File: src/hw/phjpfm_pkg.sv
// Constants for the port H and port J pin-function multiplexer
package phjpfm_pkg;
  localparam int          NREG       = 7;
  // Register indices; byte address is four times the index
  localparam logic [2:0]  IDX_PH     = 3'h0;
  localparam logic [2:0]  IDX_DIR    = 3'h1;
  localparam logic [2:0]  IDX_FSH    = 3'h2;
  localparam logic [2:0]  IDX_FSL    = 3'h3;
  localparam logic [2:0]  IDX_A98    = 3'h4;
  localparam logic [2:0]  IDX_A7     = 3'h5;
  localparam logic [2:0]  IDX_A30    = 3'h6;
  localparam logic [31:0] ADDR_END   = 32'h0000_001C;
  localparam logic [15:0] RST_VAL    = 16'h0000;
  // Writable bits per register, reserved bits are zero
  localparam logic [15:0] REG_MASK [NREG] = '{
    16'h0FFF, 16'h03FF, 16'h0005, 16'hD7FF,
    16'h0033, 16'h3000, 16'h3333};
  // Field positions
  localparam int J9_BIT = 2;
  localparam int J8_BIT = 0;
  localparam int J7_LSB = 14;
  localparam int J6_BIT = 12;
  localparam int J5_BIT = 10;
  localparam int J4_LSB = 8;
  localparam int J3_LSB = 6;
  localparam int J2_LSB = 4;
  localparam int J1_LSB = 2;
  localparam int J0_LSB = 0;
  localparam int A9_LSB = 4;
  localparam int A8_LSB = 0;
  localparam int A7_LSB = 12;
  localparam int A3_LSB = 12;
  localparam int A2_LSB = 8;
  localparam int A1_LSB = 4;
  localparam int A0_LSB = 0;
  // Selector codes
  localparam logic [1:0] SEL_GPIO = 2'h0;
  localparam logic [1:0] SEL_C1   = 2'h1;
  localparam logic [1:0] SEL_C2   = 2'h2;
  localparam logic [1:0] SEL_C3   = 2'h3;
  // Bus responses
  localparam logic [1:0] RESP_OKAY   = 2'h0;
  localparam logic [1:0] RESP_SLVERR = 2'h2;
endpackage

File: src/hw/phjpfm_top.sv
// Pin-function multiplexer for port H and port J with AXI4-Lite registers
// How it works
// - All registers clear on any reset kind
// - Sleep mode leaves register contents untouched
// - Reserved bits read zero, write zero
// - H pins 5-2: 00 GPIO, 11 timer
// - H pins 1,0: 10 trigger, 11 timer
// - J direction bit: 0 input, 1 output
// - Direction applies only to GPIO pins
// - J9 receive B, J8 transmit B
// - J6 receive A, J5 transmit A
// - J7: GPIO, clock B, end A, timer J1
// - J4: GPIO, clock A, end B, timer J0
// - J3: GPIO, receive A, CAN C, CAN ABC
// - J2: GPIO, transmit A, CAN C, CAN ABC
// - J1: GPIO, receive A, CAN A, CAN AB
// - J0: GPIO, transmit A, CAN A, CAN AB
// - J9 alt 11: CAN D receive
// - J8 alt 11: CAN D transmit
// - J7 alt 11: time-triggered bus enable
// - J3/J2 alt: serial B or CAN CD
// - J1/J0 alt: serial B or TT bus
// - Alt fields act only when primary 00
//
// The register offsets and the AXI4-Lite register port were decided locally.
module phjpfm_top
  import phjpfm_pkg::*;
(
  input  wire logic        aclk,
  input  wire logic        aresetn,
  input  wire logic        hw_standby,
  input  wire logic        wdt_por,
  input  wire logic        awvalid,
  output logic             awready,
  input  wire logic [31:0] awaddr,
  input  wire logic        wvalid,
  output logic             wready,
  input  wire logic [31:0] wdata,
  input  wire logic [3:0]  wstrb,
  output logic             bvalid,
  input  wire logic        bready,
  output logic [1:0]       bresp,
  input  wire logic        arvalid,
  output logic             arready,
  input  wire logic [31:0] araddr,
  output logic             rvalid,
  input  wire logic        rready,
  output logic [31:0]      rdata,
  output logic [1:0]       rresp,
  input  wire logic [5:0]  h_pad_in,
  output logic [5:0]       h_pad_out,
  output logic [5:0]       h_pad_oe,
  input  wire logic [9:0]  j_pad_in,
  output logic [9:0]       j_pad_out,
  output logic [9:0]       j_pad_oe,
  input  wire logic [5:0]  h_gpio_out,
  input  wire logic [5:0]  h_gpio_oe,
  output logic [5:0]       h_gpio_in,
  input  wire logic [9:0]  j_gpio_out,
  output logic [9:0]       j_gpio_in,
  output logic [5:0]       timer_input_f,
  output logic             converter_trigger_a,
  output logic             converter_trigger_b,
  output logic             timer_input_j0,
  output logic             timer_input_j1,
  input  wire logic        converter_end_a,
  input  wire logic        converter_end_b,
  output logic             sci_rx_a,
  output logic             sci_rx_b,
  input  wire logic        sci_tx_a,
  input  wire logic        sci_tx_b,
  output logic             sci_clk_a_in,
  input  wire logic        sci_clk_a_out,
  input  wire logic        sci_clk_a_oe,
  output logic             sci_clk_b_in,
  input  wire logic        sci_clk_b_out,
  input  wire logic        sci_clk_b_oe,
  output logic             can_receive_chan_a,
  output logic             can_receive_chan_b,
  output logic             can_receive_chan_c,
  output logic             can_receive_chan_d,
  input  wire logic        can_transmit_chan_a,
  input  wire logic        can_transmit_chan_b,
  input  wire logic        can_transmit_chan_c,
  input  wire logic        can_transmit_chan_d,
  output logic             tt_bus_enable_a,
  output logic             tt_bus_receive_a,
  input  wire logic        tt_bus_transmit_a
);

  logic [15:0] cfg_r [NREG];
  logic        aw_got_r;
  logic        w_got_r;
  logic [31:0] waddr_r;
  logic [15:0] wdata_r;
  logic [1:0]  wstrb_r;

  // Write channel joining
  wire         aw_hs    = awvalid & awready;
  wire         w_hs     = wvalid & wready;
  wire         aw_have  = aw_got_r | aw_hs;
  wire         w_have   = w_got_r | w_hs;
  wire         wr_do    = aw_have & w_have;
  wire [31:0]  wa       = aw_hs ? awaddr : waddr_r;
  wire [15:0]  wd       = w_hs ? wdata[15:0] : wdata_r;
  wire [1:0]   ws       = w_hs ? wstrb[1:0] : wstrb_r;
  wire         wa_ok    = (wa < ADDR_END) & (wa[1:0] == 2'h0);
  wire         aw_g_nxt = aw_have & ~wr_do;
  wire         w_g_nxt  = w_have & ~wr_do;
  wire         bv_nxt   = wr_do | (bvalid & ~bready);
  wire         cfg_clr  = ~aresetn | hw_standby | wdt_por;

  // Read channel
  wire         ar_hs    = arvalid & arready;
  wire         rd_ok    = (araddr < ADDR_END) & (araddr[1:0] == 2'h0);
  wire [2:0]   rd_i     = rd_ok ? araddr[4:2] : IDX_PH;
  wire         rv_nxt   = ar_hs | (rvalid & ~rready);

  always_ff @(posedge aclk) begin
    if (!aresetn) begin
      aw_got_r <= 1'b0;
      w_got_r  <= 1'b0;
      awready  <= 1'b0;
      wready   <= 1'b0;
      bvalid   <= 1'b0;
      bresp    <= RESP_OKAY;
      waddr_r  <= 32'h0000_0000;
      wdata_r  <= 16'h0000;
      wstrb_r  <= 2'h0;
    end else begin
      aw_got_r <= aw_g_nxt;
      w_got_r  <= w_g_nxt;
      awready  <= ~aw_g_nxt & ~bv_nxt;
      wready   <= ~w_g_nxt & ~bv_nxt;
      bvalid   <= bv_nxt;
      if (wr_do) begin
        bresp <= wa_ok ? RESP_OKAY : RESP_SLVERR;
      end
      if (aw_hs) begin
        waddr_r <= awaddr;
      end
      if (w_hs) begin
        wdata_r <= wdata[15:0];
        wstrb_r <= wstrb[1:0];
      end
    end
  end

  always_ff @(posedge aclk) begin
    if (!aresetn) begin
      arready <= 1'b0;
      rvalid  <= 1'b0;
      rdata   <= 32'h0000_0000;
      rresp   <= RESP_OKAY;
    end else begin
      arready <= ~rv_nxt;
      rvalid  <= rv_nxt;
      if (ar_hs) begin
        rdata <= rd_ok ? {16'h0000, cfg_r[rd_i]} : 32'h0000_0000;
        rresp <= rd_ok ? RESP_OKAY : RESP_SLVERR;
      end
    end
  end

  // Register file; no sleep input exists, so only writes or resets alter it
  genvar g;
  for (g = 0; g < NREG; g++) begin : g_reg
    wire        hit = wr_do & wa_ok & (wa[4:2] == 3'(g));
    wire [15:0] mrg = {ws[1] ? wd[15:8] : cfg_r[g][15:8],
                       ws[0] ? wd[7:0] : cfg_r[g][7:0]};
    always_ff @(posedge aclk) begin
      if (cfg_clr) begin
        cfg_r[g] <= RST_VAL;
      end else if (hit) begin
        cfg_r[g] <= mrg & REG_MASK[g];
      end
    end
  end

  // Port H decode
  wire [5:0] h_gp;
  wire [5:0] h_tmr;
  wire [5:0] h_po_nxt;
  wire [5:0] h_pe_nxt;
  for (g = 0; g < 6; g++) begin : g_h
    wire [1:0] sel = cfg_r[IDX_PH][2*g +: 2];
    assign h_gp[g]     = (sel == SEL_GPIO);
    assign h_tmr[g]    = (sel == SEL_C3) & h_pad_in[g];
    assign h_po_nxt[g] = h_gp[g] & h_gpio_out[g];
    assign h_pe_nxt[g] = h_gp[g] & h_gpio_oe[g];
  end
  wire trg_a = (cfg_r[IDX_PH][1:0] == SEL_C2) & h_pad_in[0];
  wire trg_b = (cfg_r[IDX_PH][3:2] == SEL_C2) & h_pad_in[1];

  // Port J primary and effective alternate selections
  wire [15:0] fsl = cfg_r[IDX_FSL];
  wire        p9  = cfg_r[IDX_FSH][J9_BIT];
  wire        p8  = cfg_r[IDX_FSH][J8_BIT];
  wire [1:0]  s7  = fsl[J7_LSB +: 2];
  wire        p6  = fsl[J6_BIT];
  wire        p5  = fsl[J5_BIT];
  wire [1:0]  s4  = fsl[J4_LSB +: 2];
  wire [1:0]  s3  = fsl[J3_LSB +: 2];
  wire [1:0]  s2  = fsl[J2_LSB +: 2];
  wire [1:0]  s1  = fsl[J1_LSB +: 2];
  wire [1:0]  s0  = fsl[J0_LSB +: 2];
  wire a9 = ~p9 & (cfg_r[IDX_A98][A9_LSB +: 2] == SEL_C3);
  wire a8 = ~p8 & (cfg_r[IDX_A98][A8_LSB +: 2] == SEL_C3);
  wire a7 = (s7 == SEL_GPIO) &
            (cfg_r[IDX_A7][A7_LSB +: 2] == SEL_C3);
  wire [1:0] t3 = (s3 == SEL_GPIO) ? cfg_r[IDX_A30][A3_LSB +: 2]
                                   : SEL_GPIO;
  wire [1:0] t2 = (s2 == SEL_GPIO) ? cfg_r[IDX_A30][A2_LSB +: 2]
                                   : SEL_GPIO;
  wire [1:0] t1 = (s1 == SEL_GPIO) ? cfg_r[IDX_A30][A1_LSB +: 2]
                                   : SEL_GPIO;
  wire [1:0] t0 = (s0 == SEL_GPIO) ? cfg_r[IDX_A30][A0_LSB +: 2]
                                   : SEL_GPIO;
  wire t3b = t3[1];
  wire t2b = t2[1];
  wire t1b = t1[1];
  wire t0b = t0[1];

  // Per-pin GPIO flag; prohibited alt code 01 leaves the pin as GPIO
  wire [9:0] j_gp = {~p9 & ~a9, ~p8 & ~a8, (s7 == SEL_GPIO) & ~a7,
                     ~p6, ~p5, s4 == SEL_GPIO,
                     (s3 == SEL_GPIO) & ~t3b, (s2 == SEL_GPIO) & ~t2b,
                     (s1 == SEL_GPIO) & ~t1b, (s0 == SEL_GPIO) & ~t0b};

  // Peripheral drive of pins 8, 7, 5, 4, 2 and 0
  wire o8 = p8 ? sci_tx_b : can_transmit_chan_d;
  wire o7 = a7 ? 1'b1 /* enable asserted */ :
            (s7 == SEL_C1) ? sci_clk_b_out : converter_end_a;
  wire e7 = a7 | (s7 == SEL_C2) |
            ((s7 == SEL_C1) & sci_clk_b_oe);
  wire o4 = (s4 == SEL_C1) ? sci_clk_a_out : converter_end_b;
  wire e4 = (s4 == SEL_C2) | ((s4 == SEL_C1) & sci_clk_a_oe);
  wire can_abc = can_transmit_chan_a & can_transmit_chan_b &
                 can_transmit_chan_c;
  wire can_ab  = can_transmit_chan_a & can_transmit_chan_b;
  wire can_cd  = can_transmit_chan_c & can_transmit_chan_d;
  wire o2 = t2b ? (t2[0] ? can_cd : sci_tx_b) :
            (s2 == SEL_C1) ? sci_tx_a :
            (s2 == SEL_C2) ? can_transmit_chan_c : can_abc;
  wire o0 = t0b ? (t0[0] ? tt_bus_transmit_a : sci_tx_b) :
            (s0 == SEL_C1) ? sci_tx_a :
            (s0 == SEL_C2) ? can_transmit_chan_a : can_ab;

  wire [9:0] j_po = {1'b0, o8, o7, 1'b0, sci_tx_a, o4,
                     1'b0, o2, 1'b0, o0};
  wire [9:0] j_pe = {1'b0, 1'b1, e7, 1'b0, 1'b1, e4,
                     1'b0, 1'b1, 1'b0, 1'b1};
  wire [9:0] j_po_nxt;
  wire [9:0] j_pe_nxt;
  for (g = 0; g < 10; g++) begin : g_j
    assign j_po_nxt[g] = j_gp[g] ? j_gpio_out[g] : j_po[g];
    assign j_pe_nxt[g] = j_gp[g] ? cfg_r[IDX_DIR][g]
                                 : j_pe[g];
  end

  // Pin levels toward the peripherals; idle levels when not routed
  wire rxa_nxt = p6 ? j_pad_in[6] :
                 (s3 == SEL_C1) ? j_pad_in[3] :
                 (s1 == SEL_C1) ? j_pad_in[1] : 1'b1;
  wire rxb_nxt = p9 ? j_pad_in[9] :
                 (t3 == SEL_C2) ? j_pad_in[3] :
                 (t1 == SEL_C2) ? j_pad_in[1] : 1'b1;
  wire cra_nxt = s1[1] ? j_pad_in[1] :
                 (s3 == SEL_C3) ? j_pad_in[3] : 1'b1;
  wire crb_nxt = (s1 == SEL_C3) ? j_pad_in[1] :
                 (s3 == SEL_C3) ? j_pad_in[3] : 1'b1;
  wire crc_nxt = (s3[1] | (t3 == SEL_C3)) ? j_pad_in[3] : 1'b1;
  wire crd_nxt = a9 ? j_pad_in[9] :
                 (t3 == SEL_C3) ? j_pad_in[3] : 1'b1;
  wire tr_nxt  = (t1 == SEL_C3) ? j_pad_in[1] : 1'b1;
  wire tj0_nxt = (s4 == SEL_C3) & j_pad_in[4];
  wire tj1_nxt = (s7 == SEL_C3) & j_pad_in[7];
  wire cka_nxt = (s4 == SEL_C1) & j_pad_in[4];
  wire ckb_nxt = (s7 == SEL_C1) & j_pad_in[7];

  always_ff @(posedge aclk) begin
    if (!aresetn) begin
      h_pad_out           <= 6'h00;
      h_pad_oe            <= 6'h00;
      j_pad_out           <= 10'h000;
      j_pad_oe            <= 10'h000;
      h_gpio_in           <= 6'h00;
      j_gpio_in           <= 10'h000;
      timer_input_f       <= 6'h00;
      converter_trigger_a <= 1'b0;
      converter_trigger_b <= 1'b0;
      timer_input_j0      <= 1'b0;
      timer_input_j1      <= 1'b0;
      sci_clk_a_in        <= 1'b0;
      sci_clk_b_in        <= 1'b0;
      sci_rx_a            <= 1'b1;
      sci_rx_b            <= 1'b1;
      can_receive_chan_a  <= 1'b1;
      can_receive_chan_b  <= 1'b1;
      can_receive_chan_c  <= 1'b1;
      can_receive_chan_d  <= 1'b1;
      tt_bus_enable_a     <= 1'b0;
      tt_bus_receive_a    <= 1'b1;
    end else begin
      h_pad_out           <= h_po_nxt;
      h_pad_oe            <= h_pe_nxt;
      j_pad_out           <= j_po_nxt;
      j_pad_oe            <= j_pe_nxt;
      h_gpio_in           <= h_pad_in;
      j_gpio_in           <= j_pad_in;
      timer_input_f       <= h_tmr;
      converter_trigger_a <= trg_a;
      converter_trigger_b <= trg_b;
      timer_input_j0      <= tj0_nxt;
      timer_input_j1      <= tj1_nxt;
      sci_clk_a_in        <= cka_nxt;
      sci_clk_b_in        <= ckb_nxt;
      sci_rx_a            <= rxa_nxt;
      sci_rx_b            <= rxb_nxt;
      can_receive_chan_a  <= cra_nxt;
      can_receive_chan_b  <= crb_nxt;
      can_receive_chan_c  <= crc_nxt;
      can_receive_chan_d  <= crd_nxt;
      tt_bus_enable_a     <= a7;
      tt_bus_receive_a    <= tr_nxt;
    end
  end
endmodule

File: config.mk
export PLATFORM = sky130hd
export DESIGN_NAME = phjpfm_top
export DESIGN_NICKNAME = d
export VERILOG_FILES = /design/src/hw/phjpfm_pkg.sv /design/src/hw/phjpfm_top.sv
export SDC_FILE = /design/constraint.sdc
export NUM_CORES = 1
export LEC_CHECK = 0
export ABC_CLOCK_PERIOD_IN_PS = 3200
export BUFFER_PORTS_ARGS = -buffer_cell sky130_fd_sc_hd__buf_2
export CORE_ASPECT_RATIO = 1.1
export CORE_MARGIN = 2
export CORE_UTILIZATION = 40
export DETAILED_ROUTE_END_ITERATION = 12
export PLACE_DENSITY = 0.7
export SLEW_MARGIN = 5
export SYNTH_ARGS = -nofsm -noshare
export SYNTH_HDL_FRONTEND = slang
export SYNTH_SLANG_ARGS = --single-unit
File: constraint.sdc
create_clock -name aclk -period 3.2 [get_ports aclk]
set_clock_uncertainty 0.05 [all_clocks]
set_input_delay 0.48 -clock aclk [delete_from_list [all_inputs] [get_ports aclk]]
set_output_delay 0.48 -clock aclk [all_outputs]
set_load 0.01 [all_outputs]
==> metrics.cfg <==
[place]
dp_hpwl_mm = 15.65
place.detailed.instances = 1231
gp_congestion = 0.8635
dp_slack_ns = 0.2686
place.port_buffers = 232
post_dp_cell_area_um2 = 9116

[pwr]
finalPower_w = 0.005300
pwr_density_cell_nw_per_um2 = 546.2
max-vdd-ir-drop_uv = 412.0
power.leakage_nw = 4.125

[status]
status = completed

[job]
drv_cap = 0

[cts]
post_cts_buffers = 0
htreeDepth = 4
cts-resized-gates = 0
clkLatencyLatePin_ns = 0.43
clk_pin_slew_worst_paths_ns = 0.08
cts.sinks = 195
clock_path_buffers = 2
hold_buffers = 0
cts-buffers-inserted = 17
cts_root_buffer = clkbuf_16
cts_tree = done

[timing]
setup_viol = 0
tightest_slew_ns = 0.8446
fin_ws_ns = 0.5224
finalHoldViolCount = 0
fmaxAchievable_mhz = 373.5
setup-tns-final_ns = 0
period_minus_slack_ns = 2.678
finalCritPeriodShare_pct = 83.68
rsz0062_at_grt = false
max_slew_margin_pct = 43.69
drv_slew = 0

[worst_hold_path]
hold_class = in -> reg
hold_start = j_pad_in[0]
hold_depth = 2

[global_routing]
grt_pass1_vias = 6031
grt_pass1_wl_mm = 31.56
grt_max_degree = 61
antenna_found_initial = 7
grt-ovfl-total = 0
grt.total_usage_pct = 20.17

[critical_path]
arrival_ns = 2.91
path_delay_family = simple AND/OR/NAND/NOR gates
crit_start = waddr_r[7]
reg2regPathDepth = 6
required_ns = 3.43
cp-start-kind = flip-flop
r2r-start = waddr_r[7]
crit_path_max_incr_delay_ns = 0.54
cp_max_fo = 12
cp.depth = 6
end_kind = flip-flop
slowest_stage = or4_1
critPathKind = reg -> reg
critPathBufInv = 1
cp_cell_sequence = or4_1, a311o_1, a221oi_4, buf_4, nand4_2, nor2_1

[floorplan]
ios = 269
core_region_area_um2 = 19030
die_w_um = 136.6
dieArea_um2 = 20480
fp.dieH_um = 149.9
num_rows = 53
start_util_pct = 40.66

[synthesis]
syn_inst = 772
yosys_most_used_dff = dfxtp_1
synth_cell_type_count = 59
ys_warn_count = 0
syn_area_per_cell_um2 = 10.02
yosysSeqAreaShare_pct = 57.17
syn_area_um2 = 7739
synth-edff-count = 52
synth_seq_cells = 195
synthArstFlopShare_pct = 0

[layout]
final_area_um2 = 9704
area_delta_synth_final_pct = 25.40
nFillCells = 1809
drive_above_1_share_pct = 31.00
fin_nets = 1163
instances_no_fill = 1267

[detailed_routing]
wl_per_cell_um = 16.22
via_per_inst = 5.077
wirelength_mm = 20.55
drc = 0
drtIter0Drc = 436
vias = 6433
drt_first_pass_iters = 5
antenna_left = 0

layout by cell type, fill, tap and decap left out, types with 12 or more instances in the layout:
cell type / netlist / layout
buf_4: 19 / 18
and2_1: 24 / 24
o21ai_0: 17 / 17
nor4_1: 23 / 23
nor3_1: 16 / 16
and3_1: 12 / 12
edfxtp_1: 52 / 52
nand3_1: 13 / 13
nor2_1: 93 / 93
dfxtp_1: 143 / 143
a21oi_1: 51 / 51
clkbuf_16: 0 / 17
buf_2: 4 / 232
mux2i_1: 23 / 23
nor4b_1: 13 / 13
conb_1: 1 / 18
nand2_1: 112 / 112
cells by family (layout without fill, tap and decap cells):
| logic type | Yosys count | count (layout) | synth area share, % |
|---|---|---|---|
| flip-flops | 195 | 195 | 57.17 |
| AND/OR/NAND/NOR | 355 | 355 | 23.17 |
| other | 1 | 22 | 0.04846 |
| buffers and inverters | 64 | 291 | 4.285 |
| AO/OA/AOI/OAI | 122 | 122 | 10.32 |
| multiplexers | 35 | 35 | 5.012 |
synthesized netlist by cell type, types with 3 or more instances:
cell / number / area (µm²)
nor2_1: 93 / 349.1
and3_1: 12 / 75.07
nand3_1: 13 / 65.06
and4b_1: 3 / 30.03
o21ai_0: 17 / 85.08
and2_1: 24 / 150.1
buf_2: 4 / 20.02
nor2b_1: 4 / 25.02
nand3b_1: 3 / 22.52
mux2i_1: 23 / 230.2
nand2b_1: 3 / 18.77
a221o_1: 3 / 30.03
nor4_1: 23 / 143.9
nor4b_1: 13 / 113.9
nor3b_1: 7 / 52.55
inv_1: 9 / 33.78
dfxtp_1: 143 / 2863
edfxtp_1: 52 / 1562
nor3_1: 16 / 80.08
nand4_2: 4 / 50.05
buf_1: 6 / 22.52
nand2_1: 112 / 420.4
nor2_2: 8 / 50.05
mux2_2: 10 / 112.6
a21oi_1: 51 / 255.2
buf_4: 19 / 142.6
nand4_1: 10 / 62.56
o31ai_1: 4 / 30.03
a211oi_1: 6 / 45.04
clkbuf_1: 24 / 90.09
a22oi_1: 10 / 75.07
a2bb2oi_1: 3 / 26.28
state kept, by name, indices dropped and copies added (netlist names), 2 cells and up:
signal         count
h_pad_out          6
wstrb_r            2
j_pad_out         10
h_pad_oe           6
j_gpio_in         10
j_pad_oe          10
wdata_r           16
waddr_r           32
cfg_r             52
rdata             16
timer_input_f      6
h_gpio_in          6
worst register-to-register path: stages (launching register included):
cell	delay (ns)
dfxtp_1	0.31
or4_1	0.54
a311o_1	0.33
a221oi_4	0.48
buf_4	0.26
nand4_2	0.32
nor2_1	0.24
report_power, final:
group          switching (W)  internal [W]  leakage (nW)  total (W)
Clock               0.000986       0.00112         0.291    0.00211
Combinational       0.000304      0.000208          2.06   0.000512
Sequential         0.0000578       0.00262          1.78    0.00268
Total                0.00135       0.00395          4.13    0.00530
metal layers:
| metal | vias to the layer above | track usage, % | part of all wire (%) |
|---|---|---|---|
| met4 | 4 | 6.615 | 1.8 |
| met3 | 24 | 5.793 | 7.7 |
| li1 | 3188 | - | - |
| met2 | 230 | 34.40 | 49 |
| met1 | 2987 | 24.36 | 41 |
| met5 | - | 0 | 0.10 |
cell type report:
cell class / count / area (µm²) / area share (%)
multi-input combinational: 530 / 3053 / 31.46
clock inverter: 14 / 138.9 / 1.431
antenna: 4 / 10.01 / 0.1031
timing repair buffer: 250 / 1296 / 13.36
clock buffer: 18 / 439.2 / 4.526
inverter: 9 / 33.78 / 0.3481
tap: 247 / 309.0 / 3.185
sequential: 195 / 4424 / 45.59
stage by stage:
stage / util (%) / hold WS, ns
floorplan: - / 0.3727
global placement: 47.90 / 0.3808
detailed placement: 47.90 / 0.3903
CTS: 50.94 / 0.1863
global route: 50.96 / 0.1842
finish: 50.99 / 0.1941
final timing paths:
path	slack, ns	to
worst max-delay path	0.52	cfg_r[0][7]
worst min-delay path	0.19	j_gpio_in[0]
worst max register to register	0.52	cfg_r[0][7]
worst min register to register	0.40	waddr_r[20]
No activity file was read; power rests on OpenSTA's default activity.
